--- src/logic/hb_seq_defines.vh ---
`ifndef HB_SEQ_DEFINES_VH
`define HB_SEQ_DEFINES_VH
// core clock period in picoseconds (200 MHz)
`define CLK_PERIOD_PS      5000
// minimum non-overlap time, ns (upper bound of the built-in figure)
`define MIN_DEAD_NS        160
// most cycles that still stay within 160 ns (longest time rounds down)
`define MIN_DEAD_CYC       ((`MIN_DEAD_NS * 1000) / `CLK_PERIOD_PS)
// no-slope time before capacitive mode is flagged, ns
`define NO_SLOPE_NS        690
`define NO_SLOPE_CYC \
  ((`NO_SLOPE_NS * 1000 + `CLK_PERIOD_PS - 1) / `CLK_PERIOD_PS)
// cycles from dead-state exit decision to the gate flop turning on
`define DEAD_LAT           8'h03
// counter width for the timers
`define TMR_W              8
// sequencer states
`define ST_STOP            3'h0
`define ST_ON              3'h1
`define ST_DEAD            3'h2
`define ST_WAIT            3'h3
`define ST_NEXT            3'h4
`endif

--- src/logic/half_bridge_gate_sequencer.v ---
`timescale 1ns/1ps
// How it works
// - boost below stop level ends switching, stop while low side conducts
// - restart only once boost rises above start level; hysteresis between
// - divide-by-two alternates high and low gate each oscillator cycle
// - turn-on moment decided by node slope sensing, no fixed dead time
// - turn-off moment decided by oscillator signal for both gates
// - switching starts only while every enable and protection permits, and runs on until the low side conducts
// - after turn-off, opposite gate turns on when node slope ends
// - built-in minimum dead time, at most 160 ns, between gates
// - slope longer than oscillator charge phase forces next gate on
// - in capacitive mode wait for slope start, oscillator kept slow
// - slope never starting: force on when slowed oscillator tops out
// - no slope 690 ns after turn-off flags capacitive, strong discharge
// - low charge current after turn-off until node slope start seen
// - dead time never alters the oscillator signal
// - period measured between successive turn-offs incl. slow charge
// - low side kept on while disabled through soft-start enable node
`include "hb_seq_defines.vh"

module half_bridge_gate_sequencer #(
  parameter MIN_DEAD = `MIN_DEAD_CYC,
  parameter NO_SLOPE = `NO_SLOPE_CYC
) (
  input  wire clk_sys,
  input  wire rst_n,
  input  wire boost_above_stop,
  input  wire boost_above_start,
  input  wire softstart_enable_ok,
  input  wire protect_ok,
  input  wire slope_start,
  input  wire slope_end,
  input  wire osc_at_high,
  input  wire osc_at_low,
  output reg  high_side_gate,
  output reg  low_side_gate,
  output reg  osc_slow_charge,
  output reg  capacitive_mode,
  output reg  cmr_discharge,
  output reg  turn_off_pulse
);

  // ****************************************
  // input synchronisers
  // ****************************************
  localparam NIN = 6;
  wire [NIN-1:0] raw_in;
  reg  [NIN-1:0] sync1_q;
  reg  [NIN-1:0] sync2_q;
  assign raw_in = {osc_at_low, osc_at_high, slope_end, slope_start,
                   boost_above_start, boost_above_stop};
  genvar gi;
  generate
    for (gi = 0; gi < NIN; gi = gi + 1) begin : g_sync
      always @(posedge clk_sys) begin
        if (!rst_n) begin
          sync1_q[gi] <= 1'b0;
          sync2_q[gi] <= 1'b0;
        end else begin
          sync1_q[gi] <= raw_in[gi];
          sync2_q[gi] <= sync1_q[gi];
        end
      end
    end
  endgenerate
  wire b_stop  = sync2_q[0];
  wire b_start = sync2_q[1];
  wire s_start = sync2_q[2];
  wire s_end   = sync2_q[3];
  wire o_high  = sync2_q[4];
  wire o_low   = sync2_q[5];

  // ****************************************
  // undervoltage guard with hysteresis
  // ****************************************
  reg boost_ok_q;
  always @(posedge clk_sys) begin
    if (!rst_n) begin
      boost_ok_q <= 1'b0;
    end else if (!b_stop) begin
      boost_ok_q <= 1'b0;
    end else if (b_start) begin
      boost_ok_q <= 1'b1;
    end
  end
  wire run_ok = boost_ok_q & softstart_enable_ok & protect_ok;

  // ****************************************
  // oscillator edge detect
  // ****************************************
  reg o_high_q;
  reg o_low_q;
  always @(posedge clk_sys) begin
    if (!rst_n) begin
      o_high_q <= 1'b0;
      o_low_q  <= 1'b0;
    end else begin
      o_high_q <= o_high;
      o_low_q  <= o_low;
    end
  end
  wire o_high_rise = o_high & ~o_high_q;
  wire o_low_rise  = o_low & ~o_low_q;
  // either oscillator turning point ends the conducting stroke
  wire osc_turn    = o_high_rise | o_low_rise;

  // ****************************************
  // sequencer
  // ****************************************
  reg [2:0]          st_q;
  reg [2:0]          st_d;
  reg                hs_sel_q;
  reg [`TMR_W-1:0]   tmr_q;
  reg                seen_start_q;
  reg                hs_d;
  reg                ls_d;
  // leave dead state early so both gates are off at least MIN_DEAD cycles
  localparam [`TMR_W-1:0] DEAD_EXIT = MIN_DEAD[`TMR_W-1:0] - `DEAD_LAT;

  always @* begin
    st_d = st_q;
    hs_d = high_side_gate;
    ls_d = low_side_gate;
    case (st_q)
      `ST_STOP: begin
        hs_d = 1'b0;
        ls_d = 1'b1;
        if (run_ok) begin
          st_d = `ST_ON;
        end
      end
      `ST_ON: begin
        if (osc_turn) begin
          hs_d = 1'b0;
          ls_d = 1'b0;
          st_d = `ST_DEAD;
        end
        if (!run_ok && low_side_gate) begin
          hs_d = 1'b0;
          ls_d = 1'b1;
          st_d = `ST_STOP;
        end
      end
      `ST_DEAD: begin
        if (tmr_q >= DEAD_EXIT) begin
          st_d = `ST_WAIT;
        end
      end
      `ST_WAIT: begin
        // slope end; charge phase over; slowed osc at top
        if ((seen_start_q && s_end) || (seen_start_q && osc_turn) ||
            (!seen_start_q && o_high_rise)) begin
          st_d = `ST_NEXT;
        end
      end
      `ST_NEXT: begin
        hs_d = hs_sel_q;
        ls_d = ~hs_sel_q;
        st_d = `ST_ON;
        if (!run_ok && !hs_sel_q) begin
          st_d = `ST_STOP;
        end
      end
      default: begin
        st_d = `ST_STOP;
        hs_d = 1'b0;
        ls_d = 1'b1;
      end
    endcase
  end

  always @(posedge clk_sys) begin
    if (!rst_n) begin
      st_q           <= `ST_STOP;
      hs_sel_q       <= 1'b1;
      tmr_q          <= {`TMR_W{1'b0}};
      seen_start_q   <= 1'b0;
      high_side_gate <= 1'b0;
      low_side_gate  <= 1'b1;
      osc_slow_charge <= 1'b0;
      capacitive_mode <= 1'b0;
      cmr_discharge  <= 1'b0;
      turn_off_pulse <= 1'b0;
    end else begin
      st_q           <= st_d;
      high_side_gate <= hs_d;
      low_side_gate  <= ls_d;
      turn_off_pulse <= (st_q == `ST_ON) && (st_d == `ST_DEAD);
      // once a gate has been driven, the other one is next
      if (st_q == `ST_NEXT) begin
        hs_sel_q <= ~hs_sel_q;
      end
      if ((st_q == `ST_ON) && (st_d == `ST_DEAD)) begin
        tmr_q           <= {`TMR_W{1'b0}};
        seen_start_q    <= 1'b0;
        osc_slow_charge <= 1'b1;
      end else begin
        if (tmr_q != {`TMR_W{1'b1}}) begin
          tmr_q <= tmr_q + 1'b1;
        end
        if ((st_q == `ST_DEAD || st_q == `ST_WAIT) && s_start) begin
          seen_start_q    <= 1'b1;
          osc_slow_charge <= 1'b0;
        end else if (st_q == `ST_STOP) begin
          osc_slow_charge <= 1'b0;
        end
      end
      // flag and strong discharge until the slope starts
      if ((st_q == `ST_DEAD || st_q == `ST_WAIT) && !seen_start_q &&
          !s_start && tmr_q >= NO_SLOPE[`TMR_W-1:0]) begin
        capacitive_mode <= 1'b1;
        cmr_discharge   <= 1'b1;
      end else if (s_start || st_q == `ST_STOP) begin
        capacitive_mode <= 1'b0;
        cmr_discharge   <= 1'b0;
      end
    end
  end
  // oscillator inputs are only observed, never driven from gate timing
endmodule

--- config.mk ---
export PLATFORM = sky130hd
export DESIGN_NAME = half_bridge_gate_sequencer
export DESIGN_NICKNAME = d
export VERILOG_FILES = /design/src/logic/half_bridge_gate_sequencer.v
export VERILOG_INCLUDE_DIRS = /design/src /design/src/logic
export SDC_FILE = /design/constraint.sdc
export NUM_CORES = 1
export LEC_CHECK = 0
export BUFFER_PORTS_ARGS = -buffer_cell sky130_fd_sc_hd__buf_2
export CAP_MARGIN = 20
export CORE_MARGIN = 2
export CORE_UTILIZATION = 55
export CTS_BUF_LIST = sky130_fd_sc_hd__clkbuf_16
export DETAILED_ROUTE_END_ITERATION = 10
export GPL_ROUTABILITY_DRIVEN = 1
export PLACE_DENSITY = 0.87
export SLEW_MARGIN = 20
export SYNTH_ARGS = -nofsm -noshare
export SYNTH_HDL_FRONTEND = slang
export SYNTH_SLANG_ARGS = --single-unit
--- constraint.sdc ---
create_clock -name clk_sys -period 1.55 [get_ports clk_sys]
set_input_delay 0.2325 -clock clk_sys [delete_from_list [all_inputs] [get_ports clk_sys]]
set_output_delay 0.2325 -clock clk_sys [all_outputs]
set_load 0.005 [all_outputs]
==> flow_metrics.tcl, run 1 <==
set metrics [dict create \
    p_switching_mw 0.397 \
    yosys_register_bits 33 \
    rsz0062_at_grt "no" \
    multi_input_comb_area_um2 641 \
    relative_max_transition_margin_pct 78.7 \
    clock_tree_root "sky130_fd_sc_hd__clkbuf_16" \
    async_flop_share_pct 0 \
    peakVddDrop_uv 1420 \
    post_place_cell_area_mm2 0.00146 \
    timing.critical_path.slowest_cell_delay_ns 0.39 \
    internal_power_mw 1.66 \
    max-cap-violations 0 \
    final_layout_fill_cell_count 167 \
    numCtsBuffers 5 \
    postSynthCellCount 145 \
    fin_crit_sh_pct 91.4 \
    diodes 0 \
    critical_path_peak_fanout 9 \
    reg2reg_to "tmr_q[3]" \
    floorplan.rows 17 \
    critical_path.reg2reg.startpoint "tmr_q[0]" \
    startpoint "tmr_q[0]" \
    core_utilization_of_the_finished_layout_pct 72.0 \
    tritoncts "yes" \
    result_of_the_run "complete, no violations" \
    slew_limit_fails 0 \
    post-route-cell-area_mm2 0.00164 \
    cells_along_the_critical_path "ha_1 > nand3_2 > o211ai_1 > xor2_1 > nor2_1" \
    start_util_pct 59.6 \
    tightestPinTransition_ns 0.319 \
    power-per-cell-area_mw_per_mm2 1260 \
    timing.reg2reg.setup_slack_ns 0.13 \
    syn2layout_area_growth_pct 20.8 \
    synth.yosys.seq_area_share_pct 48.7 \
    timing.fmax_mhz 706 \
    cp_top_family "flip-flops" \
    crit_path_top_delay_cell "sky130_fd_sc_hd__dfxtp_1" \
    die_h_um 53.7 \
    clock_latency_on_the_worst_skew_pair_ns 0.28 \
    standard_cell_core_area_mm2 0.00228 \
    crit_required_ns 1.71 \
    worstSetupPathType "register to register" \
    drc_errors 0 \
    buffer_ports.inserted 15 \
    area_of_the_mapped_netlist_mm2 0.00136 \
    worst_ep_arrival_time_ns 1.58 \
    die_area_mm2 0.00288 \
    detailed_place_hpwl_mm 1.83 \
    hold_class "input port to register" \
    die_x_um 53.7 \
    antenna_violations_before_repair 0 \
    cts.reportedPaths.clkPinSlew_ns 0.05 \
    synth_nets 159 \
    swShare_pct 19.3 \
    comb_power_share_pct 3.6 \
    final.setup_skew_ns 0.00465 \
    rr_worst_depth 5 \
    seq_area_um2 661 \
    worst-path-buf-inv 0 \
    finalNetCount 179 \
    final_common_cell "sky130_fd_sc_hd__dfxtp_1" \
    post_synth_num_cell_types 37 \
    yosys-top-cells-area "sky130_fd_sc_hd__dfxtp_1 49%, sky130_fd_sc_hd__and2_1 6.9%, sky130_fd_sc_hd__ha_1 3.7%" \
    post_synth.cell_area_avg_um2 9.35 \
    endpoint "tmr_q[3]" \
    timing.critical_path.to_type "register" \
    clk_buf_depth 2 \
    drive_above_1_share_pct 20.5 \
    warnings_synthesis 0 \
    grt-ovfl-total 0 \
    cts_hold_repair.buffers 0 \
    via_count_of_the_first_global_routing_pass 984 \
    netlist.area_leader.share_pct 48.7 \
    maximum_number_of_pins_on_one_net_before_global_route_repair 22 \
    timing.final.crit_period_ns 1.42 \
    drt-wirelength-per-cell_um 13.3 \
    track_usage_pct 21.4 \
    synth-edff-count 0 \
    finalSetupTns_ns 0 \
    timing.critical_path.from_type "register" \
    report.final.hold_viol_count 0 \
    setup_viol_count_final 0 \
    totalWireLength_mm 2.58 \
    dominantRegCellSynth "sky130_fd_sc_hd__dfxtp_1" \
    avgViaCountPerCell 5.48 \
    synth_top_cell_by_area "sky130_fd_sc_hd__dfxtp_1" \
    grt_pass1_wl_mm 4.27 \
    layout.cells.most_common_list "33 x sky130_fd_sc_hd__dfxtp_1, 15 x sky130_fd_sc_hd__and2_1, 15 x sky130_fd_sc_hd__buf_2" \
    seq_power_share_pct 42.9 \
    vias 1063 \
    clockPowerShare_pct 53.5 \
    finalWeightedCongestion 0.850 \
    cts.sinks 33 \
    drt.antenna.violating_nets 0 \
    first_pass_iters 4 \
    drtIter0Drc 26 \
    cp.depth 5 \
    ioPinCount 16 \
    power.leakage_nw 0.684 \
    cts-htree-levels 2 \
]
flip-flops by register name (all words and copies together) (netlist names):
| register | flops |
|---|---|
| tmr_q | 8 |
| st_q | 3 |
| seen_start_q | 1 |
| b_stop | 1 |
| s_start | 1 |
| cmr_discharge | 1 |
| turn_off_pulse | 1 |
| s_end | 1 |
| sync1_q | 6 |
| high_side_gate | 1 |
| b_start | 1 |
| boost_ok_q | 1 |
| o_low_q | 1 |
| hs_sel_q | 1 |
| low_side_gate | 1 |
| o_low | 1 |
| o_high_q | 1 |
| osc_slow_charge | 1 |
| o_high | 1 |
stage by stage:
| step | setup WS [ns] | cells | power (mW) | hold slack [ns] |
|---|---|---|---|---|
| after floorplan | 0.191 | 145 | 0.944 | 0.360 |
| after global placement | 0.148 | 186 | 0.970 | 0.414 |
| after detailed placement | 0.0736 | 186 | 0.975 | 0.422 |
| after CTS | 0.0585 | 194 | 2.08 | 0.156 |
| after global routing | 0.0416 | 194 | 2.13 | 0.157 |
| final | 0.133 | 194 | 2.06 | 0.159 |
layer usage:
metal / global-route usage (%) / vias to the layer above / part of all wire [%]
met2: 35.8 / 29 / 51
met1: 22.7 / 484 / 43
met3: 9.72 / 2 / 5.3
met4: 10.3 / 0 / 0.62
met5: 0 / - / 0
li1: - / 548 / -
worst reg2reg max path: stages, from the launching register on:
cell and delay, ns:
sky130_fd_sc_hd__dfxtp_1 0.39, sky130_fd_sc_hd__ha_1 0.25, sky130_fd_sc_hd__nand3_2 0.18, sky130_fd_sc_hd__o211ai_1 0.26, sky130_fd_sc_hd__xor2_1 0.17, sky130_fd_sc_hd__nor2_1 0.05
power by group through the flow:
stage	clock [mW]	sequential [mW]	combinational [mW]
after global routing	1.16	0.886	0.0850
after CTS	1.12	0.884	0.0740
final	1.10	0.885	0.0738
after floorplan	0	0.900	0.0439
after detailed placement	0	0.901	0.0738
after global placement	0	0.899	0.0704
worst min-delay path by stage:
stage / startpoint / endpoint / slack [ns] / depth (start not counted)
after floorplan: boost_above_stop / sync1_q[0] / 0.36 / 1
after global placement: sync1_q[1] / b_start / 0.41 / 1
after detailed placement: sync1_q[0] / b_stop / 0.42 / 1
after CTS: slope_end / sync1_q[3] / 0.16 / 2
after global routing: slope_end / sync1_q[3] / 0.16 / 2
final: slope_end / sync1_q[3] / 0.16 / 2
Yosys cell counts (2+ instances only):
| cell type | instances |
|---|---|
| sky130_fd_sc_hd__and3_1 | 2 |
| sky130_fd_sc_hd__and2_1 | 15 |
| sky130_fd_sc_hd__nand3_1 | 4 |
| sky130_fd_sc_hd__inv_1 | 7 |
| sky130_fd_sc_hd__o211ai_1 | 4 |
| sky130_fd_sc_hd__ha_1 | 4 |
| sky130_fd_sc_hd__clkbuf_1 | 2 |
| sky130_fd_sc_hd__a21oi_1 | 9 |
| sky130_fd_sc_hd__o21ai_0 | 9 |
| sky130_fd_sc_hd__nor2_1 | 13 |
| sky130_fd_sc_hd__and2b_1 | 2 |
| sky130_fd_sc_hd__buf_2 | 2 |
| sky130_fd_sc_hd__nand4_1 | 2 |
| sky130_fd_sc_hd__nand2_1 | 9 |
| sky130_fd_sc_hd__nor3_1 | 5 |
| sky130_fd_sc_hd__nor4_1 | 2 |
| sky130_fd_sc_hd__dfxtp_1 | 33 |
| sky130_fd_sc_hd__xor2_1 | 2 |
kinds of logic after synthesis:
family / synth area share [%]
flops: 48.7
simple gates: 24.3
fa+ha+maj: 3.69
buf+inv: 4.61
xor+xnor: 1.94
compound gates: 16.8
layout make-up:
class / instances / share of cell area (%)
Clock buffer: 5 / 7.63
Clock inverter: 3 / 2.82
Inverter: 7 / 1.60
Multi-Input combinational cell: 99 / 39.1
Sequential cell: 33 / 40.3
Tap cell: 28 / 2.14
Timing Repair Buffer: 19 / 6.41
timing repair:
item | CTS | global route
setup buffers | 0 | 0
endpoints found under the setup margin | 0 | 5
resized for setup | 0 | 2
hold endpoints to repair | 0 | 0
Note: power is estimated with default switching activity, not from simulation.
==> inputs of run 2 (changes only) <==
==> constraint.sdc (replaced) <==
create_clock -name clk_sys -period 1.55 [get_ports clk_sys]
set_input_delay 0.31 -clock clk_sys [delete_from_list [all_inputs] [get_ports clk_sys]]
set_output_delay 0.31 -clock clk_sys [all_outputs]
set_load 0.005 [all_outputs]
==> flow_metrics.tcl, run 2 (synthesis results as in run 1) <==
set metrics [dict create \
    floorplan.rows 17 \
    cts-htree-levels 2 \
    finalWeightedCongestion 0.859 \
    place.detailed.instances 187 \
    max-cap-violations 0 \
    grt_pass1_wl_mm 4.44 \
    report.final.hold_viol_count 0 \
    drt-wirelength-per-cell_um 13.7 \
    pre_cts_ws_ns 0.0853 \
    relative_max_transition_margin_pct 79.4 \
    rr_worst_depth 5 \
    timing.reg2reg.setup_slack_ns 0.16 \
    power-per-cell-area_mw_per_mm2 1170 \
    post-route-cell-area_mm2 0.00162 \
    reg2reg_to "tmr_q[0]" \
    via_count_of_the_first_global_routing_pass 1035 \
    crit_required_ns 1.70 \
    layout.cells.most_common_list "33 x sky130_fd_sc_hd__dfxtp_1, 15 x sky130_fd_sc_hd__and2_1, 15 x sky130_fd_sc_hd__buf_2" \
    detailed_place_hpwl_mm 1.82 \
    worstSetupPathType "register to register" \
    whs_path_depth 2 \
    post_place_cell_area_mm2 0.00147 \
    avgViaCountPerCell 5.61 \
    registers.top_by_ff_count "tmr_q" \
    setup_viol_count_final 0 \
    cp_top_family "simple AND/OR/NAND/NOR gates" \
    timing.critical_path.slowest_cell_delay_ns 0.39 \
    track_usage_pct 22.3 \
    first_pass_iters 5 \
    post_cts_buffers 0 \
    die_area_mm2 0.00288 \
    p_switching_mw 0.394 \
    worst_ep_arrival_time_ns 1.54 \
    timing.fmax_mhz 719 \
    standard_cell_core_area_mm2 0.00228 \
    timing.critical_path.to_type "register" \
    fin_crit_sh_pct 89.7 \
    die_h_um 53.7 \
    numCtsBuffers 5 \
    critical_path.reg2reg.startpoint "tmr_q[0]" \
    worstHoldStart "boost_above_stop" \
    ioPinCount 16 \
    hold_class "input port to register" \
    seq_power_share_pct 46.8 \
    core_utilization_of_the_finished_layout_pct 71.1 \
    critical_path_peak_fanout 9 \
    final.setup_skew_ns 0.00327 \
    critical-path-top-cell-by-count "sky130_fd_sc_hd__nor2_1" \
    grt-ovfl-total 0 \
    finalNetCount 180 \
    report.power.total_mw 1.89 \
    cts.reportedPaths.clkPinSlew_ns 0.05 \
    totalWireLength_mm 2.67 \
    tightestPinTransition_ns 0.308 \
    swShare_pct 20.9 \
    drtIter0Drc 28 \
    vias 1094 \
    start_util_pct 59.6 \
    syn2layout_area_growth_pct 19.3 \
    power.leakage_nw 0.676 \
    internal_power_mw 1.49 \
    result_of_the_run "complete, no violations" \
    final.hold.worst_slack_ns 0.240 \
    crit_path_top_delay_cell "sky130_fd_sc_hd__dfxtp_1" \
    rsz0062_at_grt "no" \
    finalSetupTns_ns 0 \
    post_layout_nonfiller_instances 195 \
    final_common_cell "sky130_fd_sc_hd__dfxtp_1" \
    tritoncts "yes" \
    worst-path-buf-inv 0 \
    clock_tree_root "sky130_fd_sc_hd__clkbuf_16" \
    timing.critical_path.from_type "register" \
    layout_top_registers "tmr_q x8, sync1_q x6, st_q x3" \
    die_x_um 53.7 \
    clk_buf_depth 2 \
    hold_path_end "sync1_q[0]" \
    cts.sinks 33 \
    largest_register_ffs 8 \
    antenna_violations_before_repair 0 \
    drt.antenna.violating_nets 0 \
    comb_power_share_pct 4.0 \
    buffer_ports.inserted 15 \
    layout_setup_ws_ns 0.160 \
    peakVddDrop_uv 904 \
    drc_errors 0 \
    drive_above_1_share_pct 21.0 \
    clock_latency_on_the_worst_skew_pair_ns 0.27 \
    diodes 0 \
    cells_along_the_critical_path "ha_2 > nand3_2 > nor2_1 > xnor2_1 > nor2_1" \
    clockPowerShare_pct 49.2 \
    maximum_number_of_pins_on_one_net_before_global_route_repair 22 \
    slew_limit_fails 0 \
    timing.final.crit_period_ns 1.39 \
]
run 2: routing by layer:
layer | wire [um] | vias to the layer above | global-route usage, %
met1 | 1120 | 492 | 24.3
met2 | 1320 | 49 | 37.2
met3 | 180 | 5 | 7.50
met4 | 46 | 0 | 13.2
li1 | - | 548 | -
met5 | 0 | - | 0
run 2: power by group through the flow:
| stage | logic, mW | clock network, mW | registers, mW |
|---|---|---|---|
| 4_1_cts | 0.0756 | 0.948 | 0.883 |
| 2_1_floorplan | 0.0439 | 0 | 0.900 |
| 3_5_place_dp | 0.0741 | 0 | 0.901 |
| 6_report | 0.0758 | 0.928 | 0.884 |
| 5_1_grt | 0.0856 | 0.979 | 0.886 |
| 3_3_place_gp | 0.0703 | 0 | 0.899 |
run 2: how the worst max path moves through the flow:
stage	start	endpoint	slack (ns)	depth (start not counted)
after floorplan	tmr_q[1]	tmr_q[3]	0.19	5
after global placement	tmr_q[0]	tmr_q[5]	0.14	5
after detailed placement	tmr_q[0]	tmr_q[0]	0.09	5
after CTS	tmr_q[0]	tmr_q[0]	0.05	5
after global routing	tmr_q[0]	tmr_q[0]	0.04	5
final	tmr_q[0]	tmr_q[0]	0.16	5
run 2: repair_timing:
| action | 4_1_cts | 5_1_grt |
|---|---|---|
| endpoints found under the setup margin | 0 | 7 |
| gates resized for setup | 0 | 2 |
| hold buffers | 0 | 0 |
run 2: layout make-up:
cell class | instances | area, um^2
repair buffers | 20 | 113
well taps | 28 | 35.0
multi-input cells | 99 | 641
fillers | 157 | 658
inverters | 7 | 26.3
clock buffers | 5 | 125
clock inverters | 3 | 17.5
flip-flops and latches | 33 | 661
==> inputs of run 3 (changes only) <==
--- a/config.mk
+++ b/config.mk
@@ -8,6 +8,7 @@
 export LEC_CHECK = 0
 export BUFFER_PORTS_ARGS = -buffer_cell sky130_fd_sc_hd__buf_2
 export CAP_MARGIN = 20
+export CORE_ASPECT_RATIO = 1.2
 export CORE_MARGIN = 2
 export CORE_UTILIZATION = 55
 export CTS_BUF_LIST = sky130_fd_sc_hd__clkbuf_16
==> flow_metrics.tcl, run 3 (synthesis results as in run 1) <==
set metrics [dict create \
    report.power.total_mw 2.03 \
    clk_buf_depth 2 \
    setup_viol_count_final 0 \
    layout_setup_ws_ns 0.0658 \
    worst_ep_arrival_time_ns 1.64 \
    worst-path-buf-inv 1 \
    drtIter0Drc 42 \
    cp.depth 6 \
    cts.sinks 33 \
    standard_cell_core_area_mm2 0.00231 \
    detailed_place_hpwl_mm 1.89 \
    via_count_of_the_first_global_routing_pass 1081 \
    track_usage_pct 22.3 \
    finalWeightedCongestion 0.863 \
    antenna_violations_before_repair 0 \
    critical_path.reg2reg.startpoint "tmr_q[0]" \
    totalWireLength_mm 2.69 \
    cp_top_family "compound AO/OA/AOI/OAI gates" \
    cts_hold_repair.buffers 0 \
    routedLengthMet1_mm 1.08 \
    post_layout_nonfiller_instances 195 \
    layout.cells.most_common_list "31 x sky130_fd_sc_hd__dfxtp_1, 15 x sky130_fd_sc_hd__and2_1, 15 x sky130_fd_sc_hd__buf_2" \
    cts.reportedPaths.clkPinSlew_ns 0.05 \
    timing.fmax_mhz 674 \
    cts-htree-levels 2 \
    startpoint "tmr_q[0]" \
    critical_path_peak_fanout 5 \
    timing.final.crit_period_ns 1.48 \
    power-per-cell-area_mw_per_mm2 1250 \
    reg2reg_to "cmr_discharge" \
    buffer_ports.inserted 15 \
    timing.reg2reg.setup_slack_ns 0.07 \
    power.leakage_nw 0.673 \
    clock_latency_on_the_worst_skew_pair_ns 0.28 \
    post_cts_buffers 0 \
    grt-ovfl-total 0 \
    met3WireLength_um 187 \
    fin_crit_sh_pct 95.8 \
    wl_met2_mm 1.36 \
    rr_worst_depth 6 \
    die_x_um 49.3 \
    grt_pass1_wl_mm 4.69 \
    die_h_um 58.4 \
    layout_top_registers "tmr_q x8, sync1_q x6, st_q x3" \
    finalSetupTns_ns 0 \
    crit_path_top_delay_cell "sky130_fd_sc_hd__dfxtp_2" \
    numCtsBuffers 5 \
    report.final.hold_viol_count 0 \
    endpoint "cmr_discharge" \
    diodes 0 \
    drt.antenna.violating_nets 0 \
    result_of_the_run "complete, no violations" \
    timing.critical_path.from_type "register" \
    finalNetCount 177 \
    tightestPinTransition_ns 0.394 \
    crit_required_ns 1.71 \
    timing.critical_path.to_type "register" \
    vias 1086 \
    pre_cts_ws_ns -0.0351 \
    final.setup_skew_ns 0.00438 \
    place.detailed.instances 187 \
    start_util_pct 58.8 \
    relative_max_transition_margin_pct 73.7 \
    rsz0062_at_grt "no" \
    avgViaCountPerCell 5.57 \
    largest_register_ffs 8 \
    core_utilization_of_the_finished_layout_pct 70.6 \
    worstSetupPathType "register to register" \
    top_signal_layer_used "met4" \
    timing.critical_path.slowest_cell_delay_ns 0.36 \
    maximum_number_of_pins_on_one_net_before_global_route_repair 22 \
    first_pass_iters 4 \
    drc_errors 0 \
    cells_along_the_critical_path "inv_1 > ha_1 > o31ai_1 > nand2_1 > a41oi_1 > nor4_1" \
    hold_class "input port to register" \
    die_area_mm2 0.00288 \
    drt-wirelength-per-cell_um 13.8 \
    final_common_cell "sky130_fd_sc_hd__dfxtp_1" \
    tritoncts "yes" \
    registers.top_by_ff_count "tmr_q" \
    drive_above_1_share_pct 20.1 \
    clock_tree_root "sky130_fd_sc_hd__clkbuf_16" \
    slew_limit_fails 0 \
    peakVddDrop_uv 1000 \
    floorplan.rows 19 \
    ioPinCount 16 \
    syn2layout_area_growth_pct 20.0 \
    max-cap-violations 0 \
]
[run 3: changes by cell type in the layout (fill, tap and decap cells not counted)]
cell                         change
sky130_fd_sc_hd__nor4b_2         +1
sky130_fd_sc_hd__bufinv_16       +1
sky130_fd_sc_hd__clkinvlp_4      -1
sky130_fd_sc_hd__dfxtp_2         +2
sky130_fd_sc_hd__buf_4           -3
sky130_fd_sc_hd__nor4b_1         -1
sky130_fd_sc_hd__clkinv_1        +1
sky130_fd_sc_hd__inv_1           +1
sky130_fd_sc_hd__clkinv_2        -2
sky130_fd_sc_hd__dfxtp_1         -2
[run 3: worst reg2reg max path: stages (launching register included)]
cell	delay [ns]
sky130_fd_sc_hd__dfxtp_2	0.36
sky130_fd_sc_hd__inv_1	0.09
sky130_fd_sc_hd__ha_1	0.22
sky130_fd_sc_hd__o31ai_1	0.25
sky130_fd_sc_hd__nand2_1	0.09
sky130_fd_sc_hd__a41oi_1	0.29
sky130_fd_sc_hd__nor4_1	0.08
[run 3: metal layers]
metal	global-route usage, %	vias to the layer above
li1	-	540
met1	22.0	492
met2	40.3	46
met3	7.87	8
met4	12.7	0
met5	0	-
[run 3: area by class of cell]
type	instances	area, um^2
Timing Repair Buffer	17	90.1
Clock inverter	3	37.5
Inverter	7	26.3
Multi-Input combinational cell	99	647
Fill cell	182	678
Tap cell	31	38.8
Sequential cell	33	663
Clock buffer	5	125
[run 3: worst min path at each step]
stage | startpoint | end | slack, ns | cells after the start
2_1_floorplan | sync1_q[1] | b_start | 0.41 | 1
3_3_place_gp | sync1_q[4] | o_high | 0.42 | 1
3_5_place_dp | sync1_q[4] | o_high | 0.42 | 1
4_1_cts | boost_above_stop | sync1_q[0] | 0.24 | 2
5_1_grt | osc_at_low | sync1_q[5] | 0.24 | 2
6_report | osc_at_low | sync1_q[5] | 0.24 | 2
[run 3: report_power, final]
part,switching [mW],internal (mW),total [mW]
logic,0.0368,0.0299,0.0667
clock network,0.331,0.744,1.07
registers,0.0152,0.874,0.889
total,0.383,1.65,2.03
[run 3: timing repair]
action	CTS	global route
setup endpoints to repair	3	7
pin swaps	0	2
resized for setup	1	4
[run 3: through the flow]
stage	cell area, um^2	hold slack (ns)
2_1_floorplan	1360	0.412
3_3_place_gp	1450	0.415
3_5_place_dp	1450	0.418
4_1_cts	1620	0.237
5_1_grt	1630	0.241
6_report	1630	0.237
